--- src/tcs_defines.svh ---
// Constants for the timer count clock select block
`ifndef TCS_DEFINES_SVH
`define TCS_DEFINES_SVH

// ==========================================================
// Prescaler geometry
`define TCS_DIV_W 12
`define TCS_DIV_RST 12'h000
`define TCS_CHANNELS 6

// ==========================================================
// Tap bit of the prescaler for each division, square-wave midpoint
`define TCS_TAP_DIV4 4'h1
`define TCS_TAP_DIV16 4'h3
`define TCS_TAP_DIV64 4'h5
`define TCS_TAP_DIV256 4'h7
`define TCS_TAP_DIV1024 4'h9
`define TCS_TAP_DIV4096 4'hb

// ==========================================================
// Prescale codes
`define TCS_CODE_0 3'h0
`define TCS_CODE_1 3'h1
`define TCS_CODE_2 3'h2
`define TCS_CODE_3 3'h3
`define TCS_CODE_4 3'h4
`define TCS_CODE_5 3'h5
`define TCS_CODE_6 3'h6
`define TCS_CODE_7 3'h7

// ==========================================================
// Channels able to phase count, one bit per channel
`define TCS_PHASE_CAPABLE 6'h36

`endif

--- src/tcs_pkg.sv ---
// Types for the timer count clock select block
`default_nettype none

package tcs_pkg;

	// ==========================================================
	// Per-channel clock selection fields
	typedef struct packed {
		logic edge_select_hi;
		logic edge_select_lo;
		logic prescale_select_b2;
		logic prescale_select_b1;
		logic prescale_select_b0;
	} tcs_chan_cfg_t;

	// ==========================================================
	// External count pins, sampled as a group
	typedef struct packed {
		logic ext_count_in_d;
		logic ext_count_in_c;
		logic ext_count_in_b;
		logic ext_count_in_a;
	} tcs_ext_pins_t;

	// ==========================================================
	// Count source kinds
	typedef enum logic [3:0] {
		TCS_SRC_DIV1 = 4'h0,
		TCS_SRC_DIV4 = 4'h1,
		TCS_SRC_DIV16 = 4'h2,
		TCS_SRC_DIV64 = 4'h3,
		TCS_SRC_DIV256 = 4'h4,
		TCS_SRC_DIV1024 = 4'h5,
		TCS_SRC_DIV4096 = 4'h6,
		TCS_SRC_EXT_A = 4'h7,
		TCS_SRC_EXT_B = 4'h8,
		TCS_SRC_EXT_C = 4'h9,
		TCS_SRC_EXT_D = 4'ha,
		TCS_SRC_CASCADE = 4'hb
	} tcs_src_t;

endpackage

`default_nettype wire

--- src/tcs_clock_select.sv ---
// Count source and edge selection for six timer channels
`include "tcs_defines.svh"
`default_nettype none

// Function
// - Edge code 00: internal clock counts falling, external pin counts rising.
// - Edge code 01: internal clock counts rising, external pin counts falling.
// - Upper edge bit set: count both edges; lower edge bit ignored.
// - Channel 0 codes 000-011 select divide by 1, 4, 16, 64.
// - Channel 0 codes 100-111 select external inputs A, B, C, D.
// - Channel 1 code 110 divides by 256; 111 counts channel 2 overflow/underflow.
// - Channel 1 codes 000, 001, 011 divide by 1, 4, 64; 100, 101 inputs A, B.
// - Channels 1, 2, 4, 5 ignore prescale selection in phase counting mode.
// - Channel 2: 000-011 divide 1-64, 100-110 inputs A-C, 111 divide 1024.
// - Channel 3: 000-011 divide 1-64, 100 input A, 101-111 divide 1024, 256, 4096.
// - Channel 4: 000, 001 divide 1, 4; 100, 101 inputs A, C; 111 channel 5 cascade.
// - Channel 5: 000-011 divide 1-64, 100, 101 inputs A, C, 110 /256, 111 input D.
// - Internal edge choice applies only at divide 4 or slower, never for cascade.
// - Phase counting mode overrides the edge selection.
module tcs_clock_select import tcs_pkg::*; (
	input wire logic sys_clk,
	input wire logic rst_n,
	input wire tcs_chan_cfg_t chan_cfg [`TCS_CHANNELS],
	input wire logic [`TCS_CHANNELS-1:0] phase_mode,
	input wire tcs_ext_pins_t ext_pins,
	input wire logic chan2_counter_wrap,
	input wire logic chan5_counter_wrap,
	output logic [`TCS_CHANNELS-1:0] count_tick
);

	// ==========================================================
	// Source decode per channel
	function automatic tcs_src_t src_decode(input logic [2:0] ch, input logic [2:0] code);
		tcs_src_t s;
		s = TCS_SRC_DIV1;
		unique case (code)
			`TCS_CODE_0: s = TCS_SRC_DIV1;
			`TCS_CODE_1: s = TCS_SRC_DIV4;
			`TCS_CODE_2: s = TCS_SRC_DIV16;
			`TCS_CODE_3: s = TCS_SRC_DIV64;
			`TCS_CODE_4: s = TCS_SRC_EXT_A;
			`TCS_CODE_5: begin
				if (ch == 3'h3) begin
					s = TCS_SRC_DIV1024;
				end else if (ch == 3'h4 || ch == 3'h5) begin
					s = TCS_SRC_EXT_C;
				end else begin
					s = TCS_SRC_EXT_B;
				end
			end
			`TCS_CODE_6: begin
				if (ch == 3'h0 || ch == 3'h2) begin
					s = TCS_SRC_EXT_C;
				end else if (ch == 3'h4) begin
					s = TCS_SRC_DIV1024;
				end else begin
					s = TCS_SRC_DIV256;
				end
			end
			`TCS_CODE_7: begin
				unique case (ch)
					3'h0: s = TCS_SRC_EXT_D;
					3'h1: s = TCS_SRC_CASCADE;
					3'h2: s = TCS_SRC_DIV1024;
					3'h3: s = TCS_SRC_DIV4096;
					3'h4: s = TCS_SRC_CASCADE;
					default: s = TCS_SRC_EXT_D;
				endcase
			end
		endcase
		return s;
	endfunction

	// Prescaler bit that forms the divided square wave
	function automatic logic [3:0] tap_index(input tcs_src_t s);
		logic [3:0] t;
		t = `TCS_TAP_DIV4;
		case (s)
			TCS_SRC_DIV16: t = `TCS_TAP_DIV16;
			TCS_SRC_DIV64: t = `TCS_TAP_DIV64;
			TCS_SRC_DIV256: t = `TCS_TAP_DIV256;
			TCS_SRC_DIV1024: t = `TCS_TAP_DIV1024;
			TCS_SRC_DIV4096: t = `TCS_TAP_DIV4096;
			default: t = `TCS_TAP_DIV4;
		endcase
		return t;
	endfunction

	// Edge choice; internal and external senses are opposite for the same code
	function automatic logic edge_pick(input logic rise, input logic fall, input tcs_chan_cfg_t c,
		input logic internal);
		logic hit;
		if (c.edge_select_hi) begin
			hit = rise | fall;
		end else if (internal) begin
			hit = c.edge_select_lo ? rise : fall;
		end else begin
			hit = c.edge_select_lo ? fall : rise;
		end
		return hit;
	endfunction

	// Edge helpers, shared by pin history and prescaler taps
	function automatic logic rise_of(input logic cur, input logic prev);
		return cur & ~prev;
	endfunction

	function automatic logic fall_of(input logic cur, input logic prev);
		return ~cur & prev;
	endfunction

	// Only channels with a phase counter may be silenced
	localparam logic [`TCS_CHANNELS-1:0] PHASE_CAP = `TCS_PHASE_CAPABLE;

	// ==========================================================
	// State
	logic [`TCS_DIV_W-1:0] div_r;
	logic [`TCS_DIV_W-1:0] div_nxt;
	logic [`TCS_DIV_W-1:0] div_prev_r;
	logic [`TCS_DIV_W-1:0] div_prev_nxt;
	logic [3:0] ext_r;
	logic [3:0] ext_nxt;
	logic [3:0] ext_prev_r;
	logic [3:0] ext_prev_nxt;
	logic [`TCS_CHANNELS-1:0] tick_r;
	logic [`TCS_CHANNELS-1:0] tick_nxt;
	tcs_src_t src_sel [`TCS_CHANNELS];

	// ==========================================================
	// Free-running prescaler, cleared only by reset, so all channels share one phase
	always_comb begin
		div_nxt = div_r + `TCS_DIV_W'(1);
		div_prev_nxt = div_r;
	end

	always_ff @(posedge sys_clk or negedge rst_n) begin
		if (!rst_n) begin
			div_r <= `TCS_DIV_RST;
			div_prev_r <= `TCS_DIV_RST;
		end else begin
			div_r <= div_nxt;
			div_prev_r <= div_prev_nxt;
		end
	end

	// ==========================================================
	// Pin history; a pin edge costs two cycles of latency
	always_comb begin
		ext_nxt = ext_pins;
		ext_prev_nxt = ext_r;
	end

	always_ff @(posedge sys_clk or negedge rst_n) begin
		if (!rst_n) begin
			ext_r <= 4'h0;
			ext_prev_r <= 4'h0;
		end else begin
			ext_r <= ext_nxt;
			ext_prev_r <= ext_prev_nxt;
		end
	end

	// ==========================================================
	// Source chosen by each channel's prescale field
	always_comb begin
		for (int ch = 0; ch < `TCS_CHANNELS; ch++) begin
			src_sel[ch] = src_decode(3'(ch), {chan_cfg[ch].prescale_select_b2, chan_cfg[ch].prescale_select_b1,
				chan_cfg[ch].prescale_select_b0});
		end
	end

	// ==========================================================
	// Tick selection
	always_comb begin
		tcs_src_t src;
		tcs_chan_cfg_t cfg;
		logic [3:0] idx;
		src = TCS_SRC_DIV1;
		cfg = '0;
		idx = 4'h0;
		tick_nxt = '0;
		for (int ch = 0; ch < `TCS_CHANNELS; ch++) begin
			cfg = chan_cfg[ch];
			src = src_sel[ch];
			idx = tap_index(src);
			case (src)
				TCS_SRC_DIV1: tick_nxt[ch] = 1'b1;
				TCS_SRC_CASCADE: begin
					// Neighbour wrap pulses count directly, edge fields play no part
					tick_nxt[ch] = (ch == 1) ? chan2_counter_wrap : chan5_counter_wrap;
				end
				TCS_SRC_EXT_A, TCS_SRC_EXT_B, TCS_SRC_EXT_C, TCS_SRC_EXT_D: begin
					idx = 4'(src - TCS_SRC_EXT_A);
					tick_nxt[ch] = edge_pick(rise_of(ext_r[idx[1:0]], ext_prev_r[idx[1:0]]),
						fall_of(ext_r[idx[1:0]], ext_prev_r[idx[1:0]]), cfg, 1'b0);
				end
				default: begin
					tick_nxt[ch] = edge_pick(rise_of(div_r[idx], div_prev_r[idx]),
						fall_of(div_r[idx], div_prev_r[idx]), cfg, 1'b1);
				end
			endcase
			// Phase counting owns the counter, so no prescaled tick leaks through
			if (PHASE_CAP[ch] && phase_mode[ch]) begin
				tick_nxt[ch] = 1'b0;
			end
		end
	end

	// ==========================================================
	// Registered ticks, one cycle per count event
	always_ff @(posedge sys_clk or negedge rst_n) begin
		if (!rst_n) begin
			tick_r <= '0;
		end else begin
			tick_r <= tick_nxt;
		end
	end

	assign count_tick = tick_r;

endmodule

`default_nettype wire

--- config.mk ---
export PLATFORM = sky130hd
export DESIGN_NAME = tcs_clock_select
export DESIGN_NICKNAME = d
export VERILOG_FILES = /design/src/tcs_pkg.sv /design/src/tcs_clock_select.sv
export VERILOG_INCLUDE_DIRS = /design/src
export SDC_FILE = /design/constraint.sdc
export NUM_CORES = 1
export LEC_CHECK = 0
export BUFFER_PORTS_ARGS = -buffer_cell sky130_fd_sc_hd__buf_2
export CORE_MARGIN = 4
export CORE_UTILIZATION = 25
export DETAILED_ROUTE_END_ITERATION = 12
export PLACE_DENSITY = 0.44
export SLEW_MARGIN = 0
export SYNTH_ARGS = -nofsm -noshare
export SYNTH_HDL_FRONTEND = slang
export SYNTH_SLANG_ARGS = --single-unit
--- constraint.sdc ---
create_clock -name sys_clk -period 4.3 [get_ports sys_clk]
set_input_delay 0.215 -clock sys_clk [delete_from_list [all_inputs] [get_ports sys_clk]]
set_output_delay 0.215 -clock sys_clk [all_outputs]
set_load 0.01 [all_outputs]
==> results of run 1 <==
-- placed cells by master (no fill, tap or decap), types with 6 or more instances in the layout --
cell	n
o211ai_1	6
buf_2	47
inv_1	35
dfrtp_1	32
mux2i_1	19
nor2_1	15
mux2_2	9
a21oi_1	15
ha_1	45
nand2b_1	7
xnor2_1	11
nand3_1	12
mux4_2	18
nand2_1	25
a211oi_1	7
xor2_1	7
o21ai_0	13
a21o_1	6
-- critical path, stage by stage --
cell and delay (ps):
buf_2 160, xnor2_1 520, inv_1 140, ha_1 240, o211ai_1 350, mux4_2 570, o2bb2ai_1 140, ha_1 170
mux2_2 250, o21ai_0 200, o311ai_0 150, a2bb2oi_1 150
-- cell families (layout without fill, tap and decap cells) --
kind of cell,count (synthesis),in the layout
adders and majority gates,45,45
muxes,47,47
AOI/OAI and AO/OA,97,97
buffers and inverters,48,89
DFF,32,32
and+or+nand+nor,91,91
xor gates and xnor gates,19,19
-- worst max path at each step --
stage / end / slack, ps / depth (start not counted)
2_1_floorplan: count_tick[0] / 1240 / 12
3_3_place_gp: count_tick[0] / 930 / 12
3_5_place_dp: count_tick[0] / 900 / 12
4_1_cts: count_tick[0] / 1180 / 12
5_1_grt: count_tick[0] / 850 / 12
6_report: count_tick[0] / 1180 / 12
-- cell type report --
| type | count | share of cell area, % |
|---|---|---|
| sequential | 32 | 19.3 |
| clock buffer | 5 | 3.02 |
| tap | 180 | 5.44 |
| timing repair buffer | 47 | 5.68 |
| inverter | 35 | 3.17 |
| clock inverter | 2 | 0.302 |
| multi-input combinational | 299 | 63.1 |
-- metal layers --
layer	track usage, %	share of wire, %	up-vias	wire length [µm]
met5	0	0	-	0
met4	1.81	0.71	0	71
met3	2.58	3.6	8	360
met2	22.0	50	45	5030
met1	15.6	46	1468	4570
li1	-	-	1504	-
-- power groups by stage --
| stage | Clock [W] | Combinational [W] | Sequential (W) |
|---|---|---|---|
| after floorplan | 0 | 0.000254 | 0.000329 |
| after global placement | 0 | 0.000347 | 0.000331 |
| after detailed placement | 0 | 0.000351 | 0.000331 |
| after CTS | 0.000359 | 0.000354 | 0.000326 |
| after global routing | 0.000375 | 0.000398 | 0.000326 |
| final | 0.000351 | 0.000348 | 0.000325 |
-- sequential cells by signal, indices dropped and copies added (netlist names) --
name and cells:
count_tick 6, div_prev_r 6, ext_prev_r 4, ext_prev_nxt 4, div_prev_nxt 12
-- through the flow --
| stage | total power, W | cell area (µm²) | utilization (%) | worst slack, ps |
|---|---|---|---|---|
| 3_3_place_gp | 0.000679 | 4000 | 28.6 | 934 |
| 4_1_cts | 0.00104 | 4140 | 29.6 | 1180 |
| 3_5_place_dp | 0.000682 | 4000 | 28.6 | 896 |
| 5_1_grt | 0.00110 | 4140 | 29.6 | 850 |
| 2_1_floorplan | 0.000583 | 3600 | - | 1240 |
| 6_report | 0.00102 | 4140 | 29.6 | 1180 |
==> qor.csv, run 1 <==
stage,metric,value,unit
yosys,Syn Area/Cell,9.50,µm²
worst_setup_path,CP Launch Point,chan_cfg[27],
sta,RSZ-0062 raised after global routing,false,
hold_path,Worst Hold Class,input port to asynchronous set/reset pin,
power,Seq pwr share,31.8,%
cells_and_area,Nets,509,
yosys,synth warn,0,
cts,CTS tree,done,
die,site row count,43,
drt,via count,3025,
drt,routed vias/inst,5.04,
cells_and_area,P&R area growth vs syn,15.0,%
worst_setup_path,WP data arrival,3270,ps
die,die width,128,µm
yosys,Synth Area in Compound Gates,19.5,%
cts,CTS Hold Bufs,0,
placed_design,number of port buffers,47,
sta,clk_skew,6.52,ps
job,maxcap violations,0,
yosys,post-synthesis mux area share,19.8,%
cells_and_area,Ant. Diodes,0,
cts,CTS Buf Count,5,
yosys,cell accounting for the most synthesized area,dfrtp_1,
power,internal power,0.000687,W
power,Clock Power Share,34.2,%
sta,Setup-failing EPs final,0,
sta,measured slew at the worst slew-check pin,839,ps
yosys,Post-synth top flop,dfrtp_1,
sta,f_max,0.321,GHz
sta,final hold viol count,0,
worst_setup_path,reg2reg start,div_prev_nxt[1],
yosys,xor/xnor share of the synthesized area,4.83,%
cells_and_area,Reg area,801,µm²
outcome,status,finished clean,
sta,Slew Limit Fails,0,
drt,Routed wire per std cell,16.7,µm
worst_setup_path,WP data required,4450,ps
grt,initial antenna violation count,0,
yosys,top post-synthesis cells by count,"45 x ha_1, 35 x inv_1, 32 x dfrtp_1",
cts,worst skew pair latency,280,ps
sta,Setup TNS Final,0,ps
worst_setup_path,RR Endpoint,count_tick[0],
yosys,most frequent cell after synthesis,ha_1,
cts,H-tree levels,2,
drt,Detailed Route WL,10.0,mm
drt,Initial DRC Count,197,
drt,drt drc,0,
sta,Tcrit/Tclk final,72.5,%
grt,first-pass GRT wire length,15.9,mm
worst_setup_path,element type at the critical path end,register,
cells_and_area,fillers,1497,
placed_design,hpwl dp,7.45,mm
worst_setup_path,WS Path Type,input port to register,
die,Starting Density,25.8,%
cts,root buf cell,clkbuf_16,
cts,clock sink count,32,
power,Sw Ratio,33.0,%
grt,GR Util All Layers,12.3,%
power,combinational share of power,34.0,%
yosys,number of enable flip-flop cells after synthesis,0,
cells_and_area,layout cells sized above 1,21.2,%
cts,Post-CTS Resized,0,
sta,worst hold slack,27.9,ps
die,core area,0.0140,mm²
sta,Max-Slew Margin vs Limit,44.0,%
worst_setup_path,CP startpoint kind,input port,
worst_setup_path,number of cells on the worst reg-to-reg path,7,
power,PD cells,247,mW/mm²
power,VDD IR max,0.124,mV
sta,Period minus WS final,3120,ps
placed_design,Placed Cells,593,
worst_setup_path,"Max FO, Critical Path",9,
placed_design,GP Congestion,0.804,
yosys,sequential share of the synthesized area,22.2,%
die,die area,0.0164,mm²
cts,Clock Tree Buf Depth,2,
yosys,Synth Area in Simple Gates,12.8,%
yosys,Gate Count Post-Synth,379,
yosys,synth top area cells,"dfrtp_1 22%, ha_1 16%, mux4_2 11%",
cts,Clock transition at path regs,50,ps
yosys,Syn Nets,468,
yosys,top cell type's share of synthesized area,22.2,%
cells_and_area,final non-filler cell total,600,
cts,postcts setup bufs,0,
yosys,Cell variety after synth,62,
power,net load switching power,0.000338,W
worst_setup_path,R2R setup slack,1960,ps
grt,global route overflow,0,
power,leak pwr,1.91,nW
drt,DRT antenna net count,0,
yosys,largest family of logic cells by synthesized area,multiplexers,
grt,largest net degree at the start of global routing,33,
yosys,register bit total from synthesis,32,
yosys,asr flop ratio synth,100,%
yosys,Synth Area in Adders,15.6,%
cells_and_area,multi-input gate area in the final layout,0.00261,mm²
die,die height,128,µm
grt,vias in the first global route,3087,
yosys,"Cell Area, Synth",0.00360,mm²
drt,drt first pass iters,4,
die,IO Pins,50,
Note: power is estimated with default switching activity, not from simulation.
==> run 2: changes to the inputs <==
==> constraint.sdc (replaced) <==
create_clock -name sys_clk -period 3.1 [get_ports sys_clk]
set_input_delay 0.155 -clock sys_clk [delete_from_list [all_inputs] [get_ports sys_clk]]
set_output_delay 0.155 -clock sys_clk [all_outputs]
set_load 0.01 [all_outputs]
==> qor.csv, run 2 (synthesis results as in run 1) <==
stage,metric,value,unit
outcome,status,"complete, but fails checks",
outcome,failing checks,negative hold slack,
drt,DRT antenna net count,0,
worst_setup_path,WP buf/inv,2,
sta,clk_skew,3.52,ps
power,VDD IR max,0.189,mV
worst_setup_path,Crit path depth,13,
grt,initial antenna violation count,1,
grt,GR Util All Layers,12.4,%
cts,CTS Buf Count,5,
power,internal power,0.000975,W
worst_setup_path,"Max FO, Critical Path",5,
power,Clock Power Share,33.8,%
power,Sw Ratio,32.6,%
die,site row count,43,
sta,Period minus WS final,2750,ps
worst_setup_path,element type at the critical path end,register,
die,die area,0.0164,mm²
worst_setup_path,CP startpoint kind,input port,
worst_setup_path,reg2reg start,div_prev_nxt[3],
cts,clock sink count,32,
sta,Slew Limit Fails,0,
cells_and_area,Ant. Diodes,0,
die,die width,128,µm
placed_design,DP Area,0.00410,mm²
power,net load switching power,0.000471,W
grt,global route overflow,0,
sta,Setup TNS Final,0,ps
worst_setup_path,crit path capture,count_tick[0],
sta,Setup-failing EPs final,0,
hold_path,Worst Hold Class,input port to asynchronous set/reset pin,
worst_setup_path,"Slowest-stage cell, CP",mux4_2,
job,maxcap violations,0,
grt,vias in the first global route,3147,
worst_setup_path,WP data required,3260,ps
grt,largest net degree at the start of global routing,33,
power,PD cells,337,mW/mm²
drt,Routed wire per std cell,16.2,µm
cells_and_area,fin util,30.6,%
drt,drt first pass iters,4,
placed_design,GP Congestion,0.841,
die,core area,0.0140,mm²
power,leak pwr,1.99,nW
worst_setup_path,WS Path Type,input port to register,
cts,postcts setup bufs,0,
cts,H-tree levels,2,
worst_setup_path,Slowest Stage Delay on Critical Path,570,ps
power,combinational share of power,35.2,%
sta,final hold viol count,32,
grt,first-pass GRT wire length,16.0,mm
cts,CTS Hold Bufs,4,
die,die height,128,µm
cells_and_area,"commonest non-fill, non-tap cell in the layout",buf_2,
worst_setup_path,CP dominant cell by count,ha_1,
cells_and_area,Largest register FFs,12,
worst_setup_path,critical-path cell list,"buf_2, nand2b_1, xor2_1, inv_1, ha_1, o211ai_1, mux4_2, o2bb2ai_1, ha_1, mux2_2, o21ai_0, o311ai_0, a2bb2oi_1",
cells_and_area,final non-filler cell total,618,
placed_design,hpwl dp,7.47,mm
cells_and_area,fin area,0.00429,mm²
drt,Initial DRC Count,206,
power,Seq pwr share,31.1,%
worst_setup_path,WP data arrival,2910,ps
sta,Max-Slew Margin vs Limit,45.3,%
cts,Post-CTS Resized,0,
sta,f_max,0.364,GHz
sta,Tcrit/Tclk final,88.7,%
die,Starting Density,25.8,%
drt,Detailed Route WL,9.99,mm
drt,via count,3085,
placed_design,Placed Cells,606,
drt,drt drc,0,
worst_setup_path,CP Launch Point,chan_cfg[25],
cells_and_area,layout cells sized above 1,23.5,%
worst_setup_path,number of cells on the worst reg-to-reg path,7,
cts,CTS tree,done,
worst_setup_path,cell family with most CP delay,compound AO/OA/AOI/OAI gates,
worst_setup_path,RR Endpoint,count_tick[0],
cells_and_area,fillers,1494,
sta,RSZ-0062 raised after global routing,false,
sta,worst hold slack,-23.2,ps
cts,worst skew pair latency,280,ps
die,IO Pins,50,
sta,measured slew at the worst slew-check pin,820,ps
worst_setup_path,R2R setup slack,750,ps
cts,Clock transition at path regs,60,ps
cells_and_area,most frequent cells in the layout,"47 x buf_2, 45 x ha_1, 35 x inv_1",
drt,routed vias/inst,4.99,
cells_and_area,Nets,526,
placed_design,number of port buffers,47,
cts,Clock Tree Buf Depth,2,
cts,root buf cell,clkbuf_16,
cells_and_area,P&R area growth vs syn,19.0,%
run 2: cell types whose count changed in the layout (fill, tap and decap cells not counted), sizes merged:
cell and delta:
buf +13, dlygate4sd3 +4, clkinv +2, clkinvlp -1
run 2: how the worst min path moves through the flow:
| stage | start | end | depth (start not counted) |
|---|---|---|---|
| final | rst_n | div_prev_nxt[8] | 1 |
| after floorplan | rst_n | count_tick[0] | 0 |
| after CTS | rst_n | count_tick[3] | 1 |
| after global routing | phase_mode[4] | count_tick[4] | 2 |
| after global placement | ext_pins[1] | ext_prev_nxt[1] | 1 |
| after detailed placement | ext_pins[3] | ext_prev_nxt[3] | 1 |
run 2: routing by layer:
metal  track usage (%)  part of all wire [%]  vias up
met2              22.0                    50       58
met5                 0                  0.13        -
met3              2.71                   4.7        6
li1                  -                     -     1533
met4              1.69                  0.62        2
met1              15.8                    45     1486
run 2: layout make-up:
type                    count  area (µm²)  share of cell area [%]
multi-input cells         299        2610                    60.9
well taps                 180         225                    5.26
clock buffers               5         125                    2.92
clock inverters             3        18.8                   0.438
inverters                  35         131                    3.07
repair buffers             64         373                    8.70
flip-flops and latches     32         801                    18.7
run 2: per-stage QoR:
stage               worst slack [ps]  power [W]
floorplan                       95.0   0.000809
finish                           351    0.00145
CTS                              323    0.00147
detailed placement              40.6   0.000964
global placement                63.2   0.000959
global route                    38.8    0.00155
run 2: power by group through the flow:
stage	Clock, W	Combinational (W)	Sequential [W]
3_5_place_dp	0	0.000507	0.000456
4_1_cts	0.000509	0.000516	0.000449
3_3_place_gp	0	0.000502	0.000457
6_report	0.000488	0.000509	0.000449
2_1_floorplan	0	0.000352	0.000456
5_1_grt	0.000528	0.000574	0.000451
==> run 3: changes to the inputs <==
--- a/config.mk
+++ b/config.mk
@@ -10,6 +10,7 @@
 export CORE_MARGIN = 4
 export CORE_UTILIZATION = 25
 export DETAILED_ROUTE_END_ITERATION = 12
+export MAX_ROUTING_LAYER = met4
 export PLACE_DENSITY = 0.44
 export SLEW_MARGIN = 0
 export SYNTH_ARGS = -nofsm -noshare
==> qor.csv, run 3 (synthesis results as in run 1) <==
stage,metric,value,unit
sta,final hold viol count,32,
sta,measured slew at the worst slew-check pin,827,ps
sta,Slew Limit Fails,0,
worst_setup_path,RR Endpoint,count_tick[0],
cells_and_area,fin util,30.7,%
hold_path,Worst Hold Class,input port to asynchronous set/reset pin,
cells_and_area,"commonest non-fill, non-tap cell in the layout",buf_2,
die,die height,128,µm
worst_setup_path,reg2reg start,div_prev_nxt[3],
cts,Clock Tree Buf Depth,2,
drt,routed vias/inst,5.01,
placed_design,number of port buffers,47,
cts,Post-CTS Resized,0,
sta,clk_skew,4.89,ps
power,PD cells,338,mW/mm²
outcome,failing checks,negative hold slack,
drt,via count,3099,
die,core area,0.0140,mm²
worst_setup_path,WP data required,3260,ps
cts,CTS Hold Bufs,4,
cells_and_area,final non-filler cell total,619,
drt,Routed wire per std cell,16.2,µm
job,maxcap violations,0,
placed_design,hpwl dp,7.47,mm
worst_setup_path,CP startpoint kind,input port,
cells_and_area,Largest register FFs,12,
grt,largest net degree at the start of global routing,33,
worst_setup_path,WP data arrival,2910,ps
cts,CTS Buf Count,5,
worst_setup_path,element type at the critical path end,register,
sta,Tcrit/Tclk final,88.7,%
cells_and_area,layout cells sized above 1,23.5,%
worst_setup_path,number of cells on the worst reg-to-reg path,7,
sta,RSZ-0062 raised after global routing,false,
die,site row count,43,
power,VDD IR max,0.190,mV
drt,drt drc,0,
power,internal power,0.000975,W
cells_and_area,fin area,0.00429,mm²
power,Seq pwr share,31.0,%
sta,Setup-failing EPs final,0,
placed_design,Placed Cells,606,
die,Starting Density,25.8,%
cts,worst skew pair latency,280,ps
sta,f_max,0.364,GHz
cts,clock sink count,32,
die,IO Pins,50,
sta,worst hold slack,-24.9,ps
placed_design,DP Area,0.00410,mm²
drt,Detailed Route WL,10.0,mm
placed_design,Placement Setup Slack,40.6,ps
grt,global route overflow,0,
grt,vias in the first global route,3143,
power,leak pwr,1.99,nW
drt,drt first pass iters,4,
sta,Setup TNS Final,0,ps
cells_and_area,fillers,1495,
grt,initial antenna violation count,1,
worst_setup_path,R2R setup slack,750,ps
sta,Period minus WS final,2750,ps
worst_setup_path,"Max FO, Critical Path",5,
cts,root buf cell,clkbuf_16,
cts,H-tree levels,2,
cells_and_area,P&R area growth vs syn,19.0,%
drt,DRT antenna net count,0,
cts,Clock transition at path regs,60,ps
power,Clock Power Share,33.8,%
power,combinational share of power,35.2,%
drt,Initial DRC Count,209,
die,die area,0.0164,mm²
outcome,status,"complete, but fails checks",
cts,postcts setup bufs,0,
cells_and_area,most frequent cells in the layout,"47 x buf_2, 45 x ha_1, 35 x inv_1",
worst_setup_path,WS Path Type,input port to register,
grt,first-pass GRT wire length,16.0,mm
cts,CTS tree,done,
grt,GR Util All Layers,12.8,%
power,net load switching power,0.000472,W
placed_design,GP Congestion,0.854,
sta,Max-Slew Margin vs Limit,44.9,%
die,die width,128,µm
cells_and_area,Nets,526,
sta,setup slack after layout,350,ps
power,Sw Ratio,32.6,%
==> run 3: cell types whose count changed in the layout (fill, tap and decap cells not counted), sizes merged <==
cell / delta
diode: +1
==> run 3: per-layer routing <==
metal  vias to the layer above  part of all wire, %  GRT usage (%)
met4                         0                 0.51           1.69
met3                         4                  4.6           2.71
met1                      1502                   45           15.8
li1                       1539                    -              -
met5                         -                    0              -
met2                        54                   50           22.0
==> run 3: final cells by class <==
cell class	instances	area, µm²	share of cell area (%)
Antenna cell	1	2.50	0.0584
Clock buffer	5	125	2.92
Clock inverter	3	18.8	0.438
Inverter	35	131	3.06
Multi-Input combinational cell	299	2610	60.9
Sequential cell	32	801	18.7
Tap cell	180	225	5.25
Timing Repair Buffer	64	373	8.70
==> run 3: stage by stage <==
step | total power (W) | hold WS (ps)
6_report | 0.00145 | -24.9
5_1_grt | 0.00155 | 26.6
4_1_cts | 0.00147 | 11.4
3_5_place_dp | 0.000964 | 265
3_3_place_gp | 0.000959 | 266
2_1_floorplan | 0.000809 | -141
==> run 3: power groups by stage <==
stage,Combinational (W),Clock (W),Sequential (W)
after floorplan,0.000352,0,0.000456
final,0.000509,0.000489,0.000449
after global placement,0.000502,0,0.000457
after global routing,0.000574,0.000528,0.000451
after detailed placement,0.000507,0,0.000456
after CTS,0.000516,0.000509,0.000449
==> run 3: worst max path at each step <==
stage                 start            end  slack (ps)  depth (start not counted)
6_report       chan_cfg[25]  count_tick[0]         350                         13
5_1_grt        chan_cfg[27]  count_tick[0]          40                         13
4_1_cts        chan_cfg[25]  count_tick[0]         320                         13
3_5_place_dp   chan_cfg[25]  count_tick[0]          40                         13
3_3_place_gp   chan_cfg[25]  count_tick[0]          60                         13
2_1_floorplan  chan_cfg[27]  count_tick[0]         100                         12
==> run 3: critical path: stages <==
cell and delay, ps:
buf_2 130, nand2b_1 150, xor2_1 230, inv_1 100, ha_1 220, o211ai_1 280, mux4_2 570, o2bb2ai_1 140
ha_1 170, mux2_2 250, o21ai_0 220, o311ai_0 150, a2bb2oi_1 150
